### config.mk
export PLATFORM = sky130hd
export DESIGN_NAME = cache_op_protect
export DESIGN_NICKNAME = d
export VERILOG_FILES = /design/src/cache_op_protect_pkg.sv /design/src/cache_op_protect.sv
export SDC_FILE = /design/constraint.sdc
export NUM_CORES = 1
export LEC_CHECK = 0
export BUFFER_PORTS_ARGS = -buffer_cell sky130_fd_sc_hd__clkbuf_2
export CORE_UTILIZATION = 35
export DETAILED_ROUTE_END_ITERATION = 6
export SYNTH_ARGS = -nofsm -noshare
export SYNTH_HDL_FRONTEND = slang
export SYNTH_SLANG_ARGS = --single-unit
### constraint.sdc
create_clock -name REF_CLK -period 2.5 [get_ports REF_CLK]
set_input_delay 0.375 -clock REF_CLK [delete_from_list [all_inputs] [get_ports REF_CLK]]
set_output_delay 0.375 -clock REF_CLK [all_outputs]
set_load 0.05 [all_outputs]
### src/cache_op_protect_pkg.sv
// Constants, types and register map of the cache operation access checker.
// Assumes one clock domain shared with the pipeline and a plain register port.
package cache_op_protect_pkg;

   localparam logic [7:0]  WRITE_THROUGH_OFFSET  = 8'h00;
   localparam logic [7:0]  DATA_CACHABLE_OFFSET  = 8'h04;
   localparam logic [7:0]  INSTR_CACHABLE_OFFSET = 8'h08;
   localparam logic [7:0]  GUARDED_OFFSET        = 8'h0C;
   localparam logic [7:0]  USER_DEFINED_OFFSET   = 8'h10;
   localparam logic [7:0]  LITTLE_ENDIAN_OFFSET  = 8'h14;
   localparam logic [7:0]  EVENT_COUNT_OFFSET    = 8'h18;

   localparam logic [31:0] REGION_CLEAR_RESET    = 32'h0000_0000;
   localparam logic [31:0] GUARDED_RESET         = 32'hFFFF_FFFF;
   localparam logic [31:0] READ_ZERO             = 32'h0000_0000;
   localparam logic [15:0] COUNT_RESET           = 16'h0000;
   localparam logic [15:0] COUNT_STEP            = 16'h0001;
   localparam logic [15:0] COUNT_SATURATED       = 16'hFFFF;
   localparam logic [1:0]  ZONE_NO_ACCESS        = 2'h0;
   localparam logic [6:0]  STRING_COUNT_EMPTY    = 7'h00;
   localparam int          REGION_INDEX_MSB      = 31;
   localparam int          REGION_INDEX_LSB      = 27;

   typedef enum logic [3:0] {
      OP_DATA_ALLOCATE,
      OP_DATA_FLUSH,
      OP_DATA_INVALIDATE,
      OP_DATA_STORE_BLOCK,
      OP_DATA_TOUCH,
      OP_DATA_TOUCH_STORE,
      OP_DATA_ZERO,
      OP_DATA_CLASS_INVALIDATE,
      OP_DATA_DEBUG_READ,
      OP_INSTR_INVALIDATE,
      OP_INSTR_TOUCH,
      OP_INSTR_CLASS_INVALIDATE,
      OP_INSTR_DEBUG_READ,
      OP_LOAD_STRING,
      OP_STORE_STRING
   } op_t;

   typedef struct packed {
      logic write_through;
      logic cache_inhibit;
      logic guarded;
      logic user_defined;
      logic little_endian;
   } attr_t;

   typedef struct packed {
      op_t        op;
      logic [31:0] ea;
      logic [1:0] zone_protection_field;
      logic       page_write_permit;
      logic       problem_state;
      logic       data_translation_enable;
      logic       tlb_hit;
      logic [6:0] string_byte_count;
      attr_t      page_attr;
   } req_t;

   typedef struct packed {
      logic  data_storage_int;
      logic  tlb_miss_int;
      logic  no_op;
      logic  perform;
      logic  line_fill_allowed;
      attr_t attr;
   } resp_t;

endpackage

### src/cache_op_protect.sv
// Access checker for cache control and indexed string operations.
// Assumes requests and register strobes come from logic on REF_CLK.
`timescale 1ns/1ns
module cache_op_protect (
   input  wire logic                       REF_CLK,
   input  wire logic                       SYS_RST,
   input  wire logic                       REQ_VALID,
   input  wire cache_op_protect_pkg::req_t REQ,
   output logic                            RESP_VALID,
   output cache_op_protect_pkg::resp_t     RESP,
   input  wire logic [7:0]                 REG_ADDR,
   input  wire logic [31:0]                REG_WDATA,
   input  wire logic                       REG_WR,
   input  wire logic                       REG_RD,
   output logic [31:0]                     REG_RDATA
);

   // Region registers. There is deliberately no coherence register.
   logic [31:0] write_through_regions;
   logic [31:0] data_cachable_regions;
   logic [31:0] instr_cachable_regions;
   logic [31:0] guarded_regions;
   logic [31:0] user_defined_regions;
   logic [31:0] little_endian_regions;
   logic [15:0] fault_count;
   logic [15:0] miss_count;
   logic [31:0] next_write_through_regions;
   logic [31:0] next_data_cachable_regions;
   logic [31:0] next_instr_cachable_regions;
   logic [31:0] next_guarded_regions;
   logic [31:0] next_user_defined_regions;
   logic [31:0] next_little_endian_regions;
   logic [15:0] next_fault_count;
   logic [15:0] next_miss_count;
   logic [31:0] next_reg_rdata;
   logic        next_resp_valid;
   cache_op_protect_pkg::resp_t next_resp;

   // One decoder shared by every attribute register.
   function automatic logic region_bit(input logic [31:0] regions, input logic [31:0] ea);
      logic [4:0] index;
      index = ea[cache_op_protect_pkg::REGION_INDEX_MSB:cache_op_protect_pkg::REGION_INDEX_LSB];
      region_bit = regions[index];
   endfunction

   // Register file.
   always_comb begin
      next_write_through_regions  = write_through_regions;
      next_data_cachable_regions  = data_cachable_regions;
      next_instr_cachable_regions = instr_cachable_regions;
      next_guarded_regions        = guarded_regions;
      next_user_defined_regions   = user_defined_regions;
      next_little_endian_regions  = little_endian_regions;
      next_reg_rdata              = cache_op_protect_pkg::READ_ZERO;
      if (REG_WR) begin
         if (REG_ADDR == cache_op_protect_pkg::WRITE_THROUGH_OFFSET) begin
            next_write_through_regions = REG_WDATA;
         end else if (REG_ADDR == cache_op_protect_pkg::DATA_CACHABLE_OFFSET) begin
            next_data_cachable_regions = REG_WDATA;
         end else if (REG_ADDR == cache_op_protect_pkg::INSTR_CACHABLE_OFFSET) begin
            next_instr_cachable_regions = REG_WDATA;
         end else if (REG_ADDR == cache_op_protect_pkg::GUARDED_OFFSET) begin
            next_guarded_regions = REG_WDATA;
         end else if (REG_ADDR == cache_op_protect_pkg::USER_DEFINED_OFFSET) begin
            next_user_defined_regions = REG_WDATA;
         end else if (REG_ADDR == cache_op_protect_pkg::LITTLE_ENDIAN_OFFSET) begin
            next_little_endian_regions = REG_WDATA;
         end
      end
      if (REG_RD) begin
         if (REG_ADDR == cache_op_protect_pkg::WRITE_THROUGH_OFFSET) begin
            next_reg_rdata = write_through_regions;
         end else if (REG_ADDR == cache_op_protect_pkg::DATA_CACHABLE_OFFSET) begin
            next_reg_rdata = data_cachable_regions;
         end else if (REG_ADDR == cache_op_protect_pkg::INSTR_CACHABLE_OFFSET) begin
            next_reg_rdata = instr_cachable_regions;
         end else if (REG_ADDR == cache_op_protect_pkg::GUARDED_OFFSET) begin
            next_reg_rdata = guarded_regions;
         end else if (REG_ADDR == cache_op_protect_pkg::USER_DEFINED_OFFSET) begin
            next_reg_rdata = user_defined_regions;
         end else if (REG_ADDR == cache_op_protect_pkg::LITTLE_ENDIAN_OFFSET) begin
            next_reg_rdata = little_endian_regions;
         end else if (REG_ADDR == cache_op_protect_pkg::EVENT_COUNT_OFFSET) begin
            next_reg_rdata = {fault_count, miss_count};
         end
      end
   end

   always_ff @(posedge REF_CLK) begin
      if (SYS_RST) begin
         write_through_regions  <= cache_op_protect_pkg::REGION_CLEAR_RESET;
         data_cachable_regions  <= cache_op_protect_pkg::REGION_CLEAR_RESET;
         instr_cachable_regions <= cache_op_protect_pkg::REGION_CLEAR_RESET;
         guarded_regions        <= cache_op_protect_pkg::GUARDED_RESET;
         user_defined_regions   <= cache_op_protect_pkg::REGION_CLEAR_RESET;
         little_endian_regions  <= cache_op_protect_pkg::REGION_CLEAR_RESET;
         REG_RDATA              <= cache_op_protect_pkg::READ_ZERO;
      end else begin
         write_through_regions  <= next_write_through_regions;
         data_cachable_regions  <= next_data_cachable_regions;
         instr_cachable_regions <= next_instr_cachable_regions;
         guarded_regions        <= next_guarded_regions;
         user_defined_regions   <= next_user_defined_regions;
         little_endian_regions  <= next_little_endian_regions;
         REG_RDATA              <= next_reg_rdata;
      end
   end

   // Protection decision. A miss is checked first because without a page
   // entry neither zone nor permit is known.
   logic translate;
   logic zone_deny;
   logic write_deny;
   logic miss;
   logic instr_side;
   logic count_empty;

   always_comb begin
      translate   = REQ.data_translation_enable;
      // Only problem state accesses with translation on are refused by a zero zone.
      zone_deny   = translate && REQ.problem_state &&
                    (REQ.zone_protection_field == cache_op_protect_pkg::ZONE_NO_ACCESS);
      write_deny  = translate && !REQ.page_write_permit;
      miss        = translate && !REQ.tlb_hit;
      count_empty = (REQ.string_byte_count == cache_op_protect_pkg::STRING_COUNT_EMPTY);
      instr_side  = 1'b0;
      next_resp   = '0;
      next_resp.line_fill_allowed = 1'b1;
      case (REQ.op)
         cache_op_protect_pkg::OP_DATA_ALLOCATE: begin
            // Speculative, so any refusal quietly drops the operation.
            next_resp.no_op = zone_deny || write_deny || miss;
            next_resp.line_fill_allowed = 1'b0;
         end
         cache_op_protect_pkg::OP_DATA_FLUSH,
         cache_op_protect_pkg::OP_DATA_STORE_BLOCK: begin
            next_resp.tlb_miss_int     = miss;
            next_resp.data_storage_int = !miss && zone_deny;
         end
         cache_op_protect_pkg::OP_DATA_INVALIDATE: begin
            next_resp.tlb_miss_int     = miss;
            next_resp.data_storage_int = !miss && write_deny;
         end
         cache_op_protect_pkg::OP_DATA_TOUCH,
         cache_op_protect_pkg::OP_DATA_TOUCH_STORE: begin
            next_resp.no_op = zone_deny || miss;
         end
         cache_op_protect_pkg::OP_DATA_ZERO: begin
            next_resp.tlb_miss_int     = miss;
            next_resp.data_storage_int = !miss && (write_deny || zone_deny);
         end
         cache_op_protect_pkg::OP_DATA_CLASS_INVALIDATE: begin
            next_resp.tlb_miss_int     = miss;
            // The operand is checked as if it named one line.
            next_resp.data_storage_int = !miss && write_deny;
         end
         cache_op_protect_pkg::OP_DATA_DEBUG_READ: begin
            next_resp.data_storage_int = 1'b0;
         end
         cache_op_protect_pkg::OP_INSTR_INVALIDATE: begin
            instr_side = 1'b1;
            next_resp.tlb_miss_int     = miss;
            next_resp.data_storage_int = !miss && zone_deny;
         end
         cache_op_protect_pkg::OP_INSTR_TOUCH: begin
            instr_side = 1'b1;
            next_resp.no_op = zone_deny || miss;
         end
         cache_op_protect_pkg::OP_INSTR_CLASS_INVALIDATE: begin
            instr_side = 1'b1;
            next_resp.tlb_miss_int = miss;
         end
         cache_op_protect_pkg::OP_INSTR_DEBUG_READ: begin
            instr_side = 1'b1;
            next_resp.data_storage_int = 1'b0;
         end
         cache_op_protect_pkg::OP_LOAD_STRING: begin
            if (count_empty) begin
               next_resp.no_op = 1'b1;
            end else begin
               next_resp.tlb_miss_int     = miss;
               next_resp.data_storage_int = !miss && zone_deny;
            end
         end
         cache_op_protect_pkg::OP_STORE_STRING: begin
            if (count_empty) begin
               next_resp.no_op = 1'b1;
            end else begin
               next_resp.tlb_miss_int     = miss;
               next_resp.data_storage_int = !miss && (zone_deny || write_deny);
            end
         end
         default: begin
            next_resp.no_op = 1'b1;
         end
      endcase
      // A faulting or dropped operation must not touch cache or memory.
      next_resp.perform = !next_resp.data_storage_int && !next_resp.tlb_miss_int &&
                          !next_resp.no_op;
      if (!next_resp.perform) begin
         next_resp.line_fill_allowed = 1'b0;
      end
      if (translate) begin
         next_resp.attr = REQ.page_attr;
      end else begin
         next_resp.attr.write_through = region_bit(write_through_regions, REQ.ea);
         // A set cachable bit means caching is enabled.
         next_resp.attr.cache_inhibit = instr_side ?
                                        !region_bit(instr_cachable_regions, REQ.ea) :
                                        !region_bit(data_cachable_regions, REQ.ea);
         next_resp.attr.guarded       = region_bit(guarded_regions, REQ.ea);
         next_resp.attr.user_defined  = region_bit(user_defined_regions, REQ.ea);
         next_resp.attr.little_endian = region_bit(little_endian_regions, REQ.ea);
      end
      if (!REQ_VALID) begin
         next_resp = '0;
      end
      next_resp_valid = REQ_VALID;
      // Counters saturate rather than wrap so a long run is never misread as quiet.
      next_fault_count = fault_count;
      next_miss_count  = miss_count;
      if (next_resp.data_storage_int &&
          (fault_count != cache_op_protect_pkg::COUNT_SATURATED)) begin
         next_fault_count = fault_count + cache_op_protect_pkg::COUNT_STEP;
      end
      if (next_resp.tlb_miss_int &&
          (miss_count != cache_op_protect_pkg::COUNT_SATURATED)) begin
         next_miss_count = miss_count + cache_op_protect_pkg::COUNT_STEP;
      end
   end

   always_ff @(posedge REF_CLK) begin
      if (SYS_RST) begin
         RESP_VALID  <= 1'b0;
         RESP        <= '0;
         fault_count <= cache_op_protect_pkg::COUNT_RESET;
         miss_count  <= cache_op_protect_pkg::COUNT_RESET;
      end else begin
         RESP_VALID  <= next_resp_valid;
         RESP        <= next_resp;
         fault_count <= next_fault_count;
         miss_count  <= next_miss_count;
      end
   end

endmodule

==> key figures <==
Run status
  – Outcome: complete, no violations

Power and ir drop
  – Worst vdd ir: 0.5033 mV
  – P per Cell Area: 620.1 mW/mm^2
  – Leak: 5.193 nW

Yosys
  – Syn Area/Cell: 8.293 um^2
  – Synth top area share: 41.05%
  – Synth top area cells: dfxtp_1 41%, nand2_1 11%, a21oi_1 7.9%, mux4_2 7.3%, clkbuf_1 3.2%
  – Netlist Area Pre-Place: 0.01302 mm^2
  – Ys flop type: dfxtp_1
  – Register bit total from synthesis: 267
  – Sequential-to-total area share from yosys stat: 41.05%
  – Post-synthesis instance total: 1570
  – Leading area contributor after synthesis: dfxtp_1
  – Synth warn: 0
  – Unique cell type count in the Yosys netlist: 60
  – Async SR Flop Fraction: 0%
  – Number of synthesized flops with an enable pin: 0
  – Syn Nets: 1671

Final layout
  – Fin area: 0.01543 mm^2
  – Most frequent cells in the layout: 376 x nand2_1, 267 x dfxtp_1, 205 x a21oi_1
  – # fillers: 3662
  – Final antenna diode count: 0
  – Syn-to-layout area delta: 18.49%
  – Layout cell share with drive strength beyond 1: 18.40%
  – Most common cell after layout, fill and taps aside: nand2_1
  – Non-Filler Instances: 2147
  – # nets final: 1757

Placement
  – Placed Area: 0.01439 mm^2
  – Detailed placer's ending HPWL: 31260 um
  – Buffers on Ports: 114
  – Gpl congestion: 0.9308
  – Place WS: -0.0007854 ns
  – Post-placement cell count: 2092

Critical path
  – CP peak stage delay: 0.35 ns
  – Setup crit start: fault_count[0]
  – Reg2Reg Launch Point: fault_count[0]
  – Startpoint class of the critical path: register
  – Worst path slowest cell: dfxtp_1
  – Delay-heaviest family, CP: simple AND/OR/NAND/NOR gates
  – CP cell instances: ha_1 -> nand2_1 -> nor2_1 -> a41oi_1 -> buf_4 -> nand4_1 -> nor3_1 -> mux2_2
  – Arrival time at the worst endpoint: 2.44 ns
  – Critical path class: register to register
  – R2R setup slack: 0.52 ns
  – Worst Setup End Kind: register
  – WP data required: 2.96 ns
  – Critical-path maximum fanout: 6
  – CP Buf/Inv Count: 1

Route
  – First-pass detailed-route iteration total: 5
  – DR iter-0 viols: 1101
  – Via density: 5.716
  – DRC Markers: 0
  – Routed wire per std cell: 20.96 um
  – Post-DRT Antenna Nets: 0
  – Via count: 12273
  – DRT Wirelength: 45010 um

Timing
  – Total negative slack: 0 ns
  – Tmin final: 1.983 ns
  – Fin. max-slew vios: 0
  – Hold WS: 0.02262 ns
  – Final hold violation count: 0
  – Slew HR: 26.37%
  – Worst slew pin tran: 1.104 ns
  – Clock Skews: 0.01400 ns
  – Fmax: 0.5043 GHz
  – RSZ-0062 raised after global routing: no
  – Crit share post-route: 79.31%
  – PnR worst setup slack: 0.5172 ns
  – Final setup fails: 0

Min path
  – Hold_sp: REQ[1]
  – Tightest Hold Check Type: input port to register

Clock tree
  – Clk sinks: 267
  – Cts hold-fix bufs: 0
  – Clock buffer depth: 3
  – CTS tree: yes
  – Root Driver: clkbuf_16
  – Clock slew at reported path FFs: 0.06 ns
  – Post-CTS resize count: 0
  – Setup bufs post-CTS: 0
  – Skew-Pair Late Insertion Delay: 0.57 ns
  – Total CTS buffers: 30
  – # H-tree levels: 1

Die
  – Die X: 194.9 um
  – Die Y: 194.9 um
  – Core area: 0.03661 mm^2
  – Initial core utilization: 35.56%
  – Die Area: 0.03797 mm^2
  – Core Rows: 70
  – Top Ports: 142

Flow run
  – Number of max-cap violations: 0

Global routing
  – Largest net degree at the start of global routing: 205
  – Grt total ovfl: 0
  – Vias in the first global route: 11359
  – Initial antenna violation count: 2
  – Tot GR Track Use: 23.22%
  – First-pass GRT wire length: 68480 um
## power by group
part	switching, mW	total [mW]	internal, mW
registers	0.00792	4.28	4.27
logic	0.489	0.719	0.230
clock network	1.86	4.57	2.71
## cell families (layout without fill, tap and decap cells)
group | count (synthesis) | after routing | synth area share, %
AOI/OAI and AO/OA | 434 | 434 | 20.71
buffers and inverters | 140 | 249 | 4.219
muxes | 93 | 93 | 11.29
and+or+nand+nor | 617 | 617 | 21.38
xor gates and xnor gates | 16 | 16 | 1.076
DFF | 267 | 267 | 41.05
adders and majority gates | 3 | 3 | 0.2690
## stage by stage
| step | power [mW] | utilization, % |
|---|---|---|
| floorplan | 4.748 | - |
| global placement | 5.076 | 39.30 |
| detailed placement | 5.081 | 39.30 |
| CTS | 9.623 | 42.14 |
| global route | 9.841 | 42.14 |
| finish | 9.566 | 42.14 |
## state kept, by name (all words and copies together) (netlist names)
name	cells
REG_RDATA	32
RESP	10
RESP_VALID	1
data_cachable_regions	32
fault_count	16
guarded_regions	32
instr_cachable_regions	32
little_endian_regions	32
miss_count	16
user_defined_regions	32
write_through_regions	32
## path summary, 6_finish.rpt
path | depth (start not counted) | endpoint
max | 8 | fault_count[5]
min | 3 | RESP[1]
max reg2reg | 8 | fault_count[5]
min reg2reg | 2 | little_endian_regions[10]
## metal layers
layer / up-vias / track usage (%) / wire, um / share of wire, %
li1: 5746 / - / - / -
met1: 5898 / 32.24 / 19460 / 43
met2: 532 / 37.09 / 21030 / 47
met3: 93 / 3.835 / 3292 / 7.3
met4: 4 / 6.503 / 1207 / 2.7
met5: - / 0 / 24 / 0.053
## worst min-delay path, stage by stage
cell and delay (ns):
clkbuf_2 0.08, nand3_1 0.06, nand2_1 0.05
## Yosys cell counts (6+ instances only)
| cell type | count |
|---|---|
| buf_2 | 13 |
| nand2b_1 | 11 |
| nand2_1 | 376 |
| nor3_1 | 16 |
| o21ai_0 | 55 |
| dfxtp_1 | 267 |
| a22oi_1 | 25 |
| mux4_2 | 42 |
| o221ai_1 | 24 |
| o211ai_1 | 8 |
| inv_1 | 6 |
| a21o_1 | 6 |
| nor2b_1 | 43 |
| a2111oi_0 | 7 |
| o32ai_1 | 6 |
| nor2_1 | 45 |
| mux2_2 | 11 |
| nand3_1 | 27 |
| a32oi_1 | 7 |
| clkbuf_1 | 110 |
| buf_1 | 7 |
| mux2i_1 | 40 |
| or3_1 | 14 |
| a31oi_1 | 8 |
| and3_1 | 6 |
| nand4_1 | 15 |
| nor4_1 | 10 |
| a211o_1 | 34 |
| a21oi_1 | 205 |
| o21a_1 | 24 |
| o22ai_1 | 11 |
| and2_1 | 37 |
| xnor2_1 | 15 |
## cell type report
type,count,area [um^2],area share [%]
Clock buffer,44,944.7,6.123
Sequential cell,267,5345,34.65
Multi-Input combinational cell,1163,7162,46.42
Clock inverter,11,93.84,0.6083
Timing Repair Buffer,185,1262,8.183
Tap cell,468,585.6,3.796
Inverter,9,33.78,0.2190
Power figures use the tool's default switching activity.
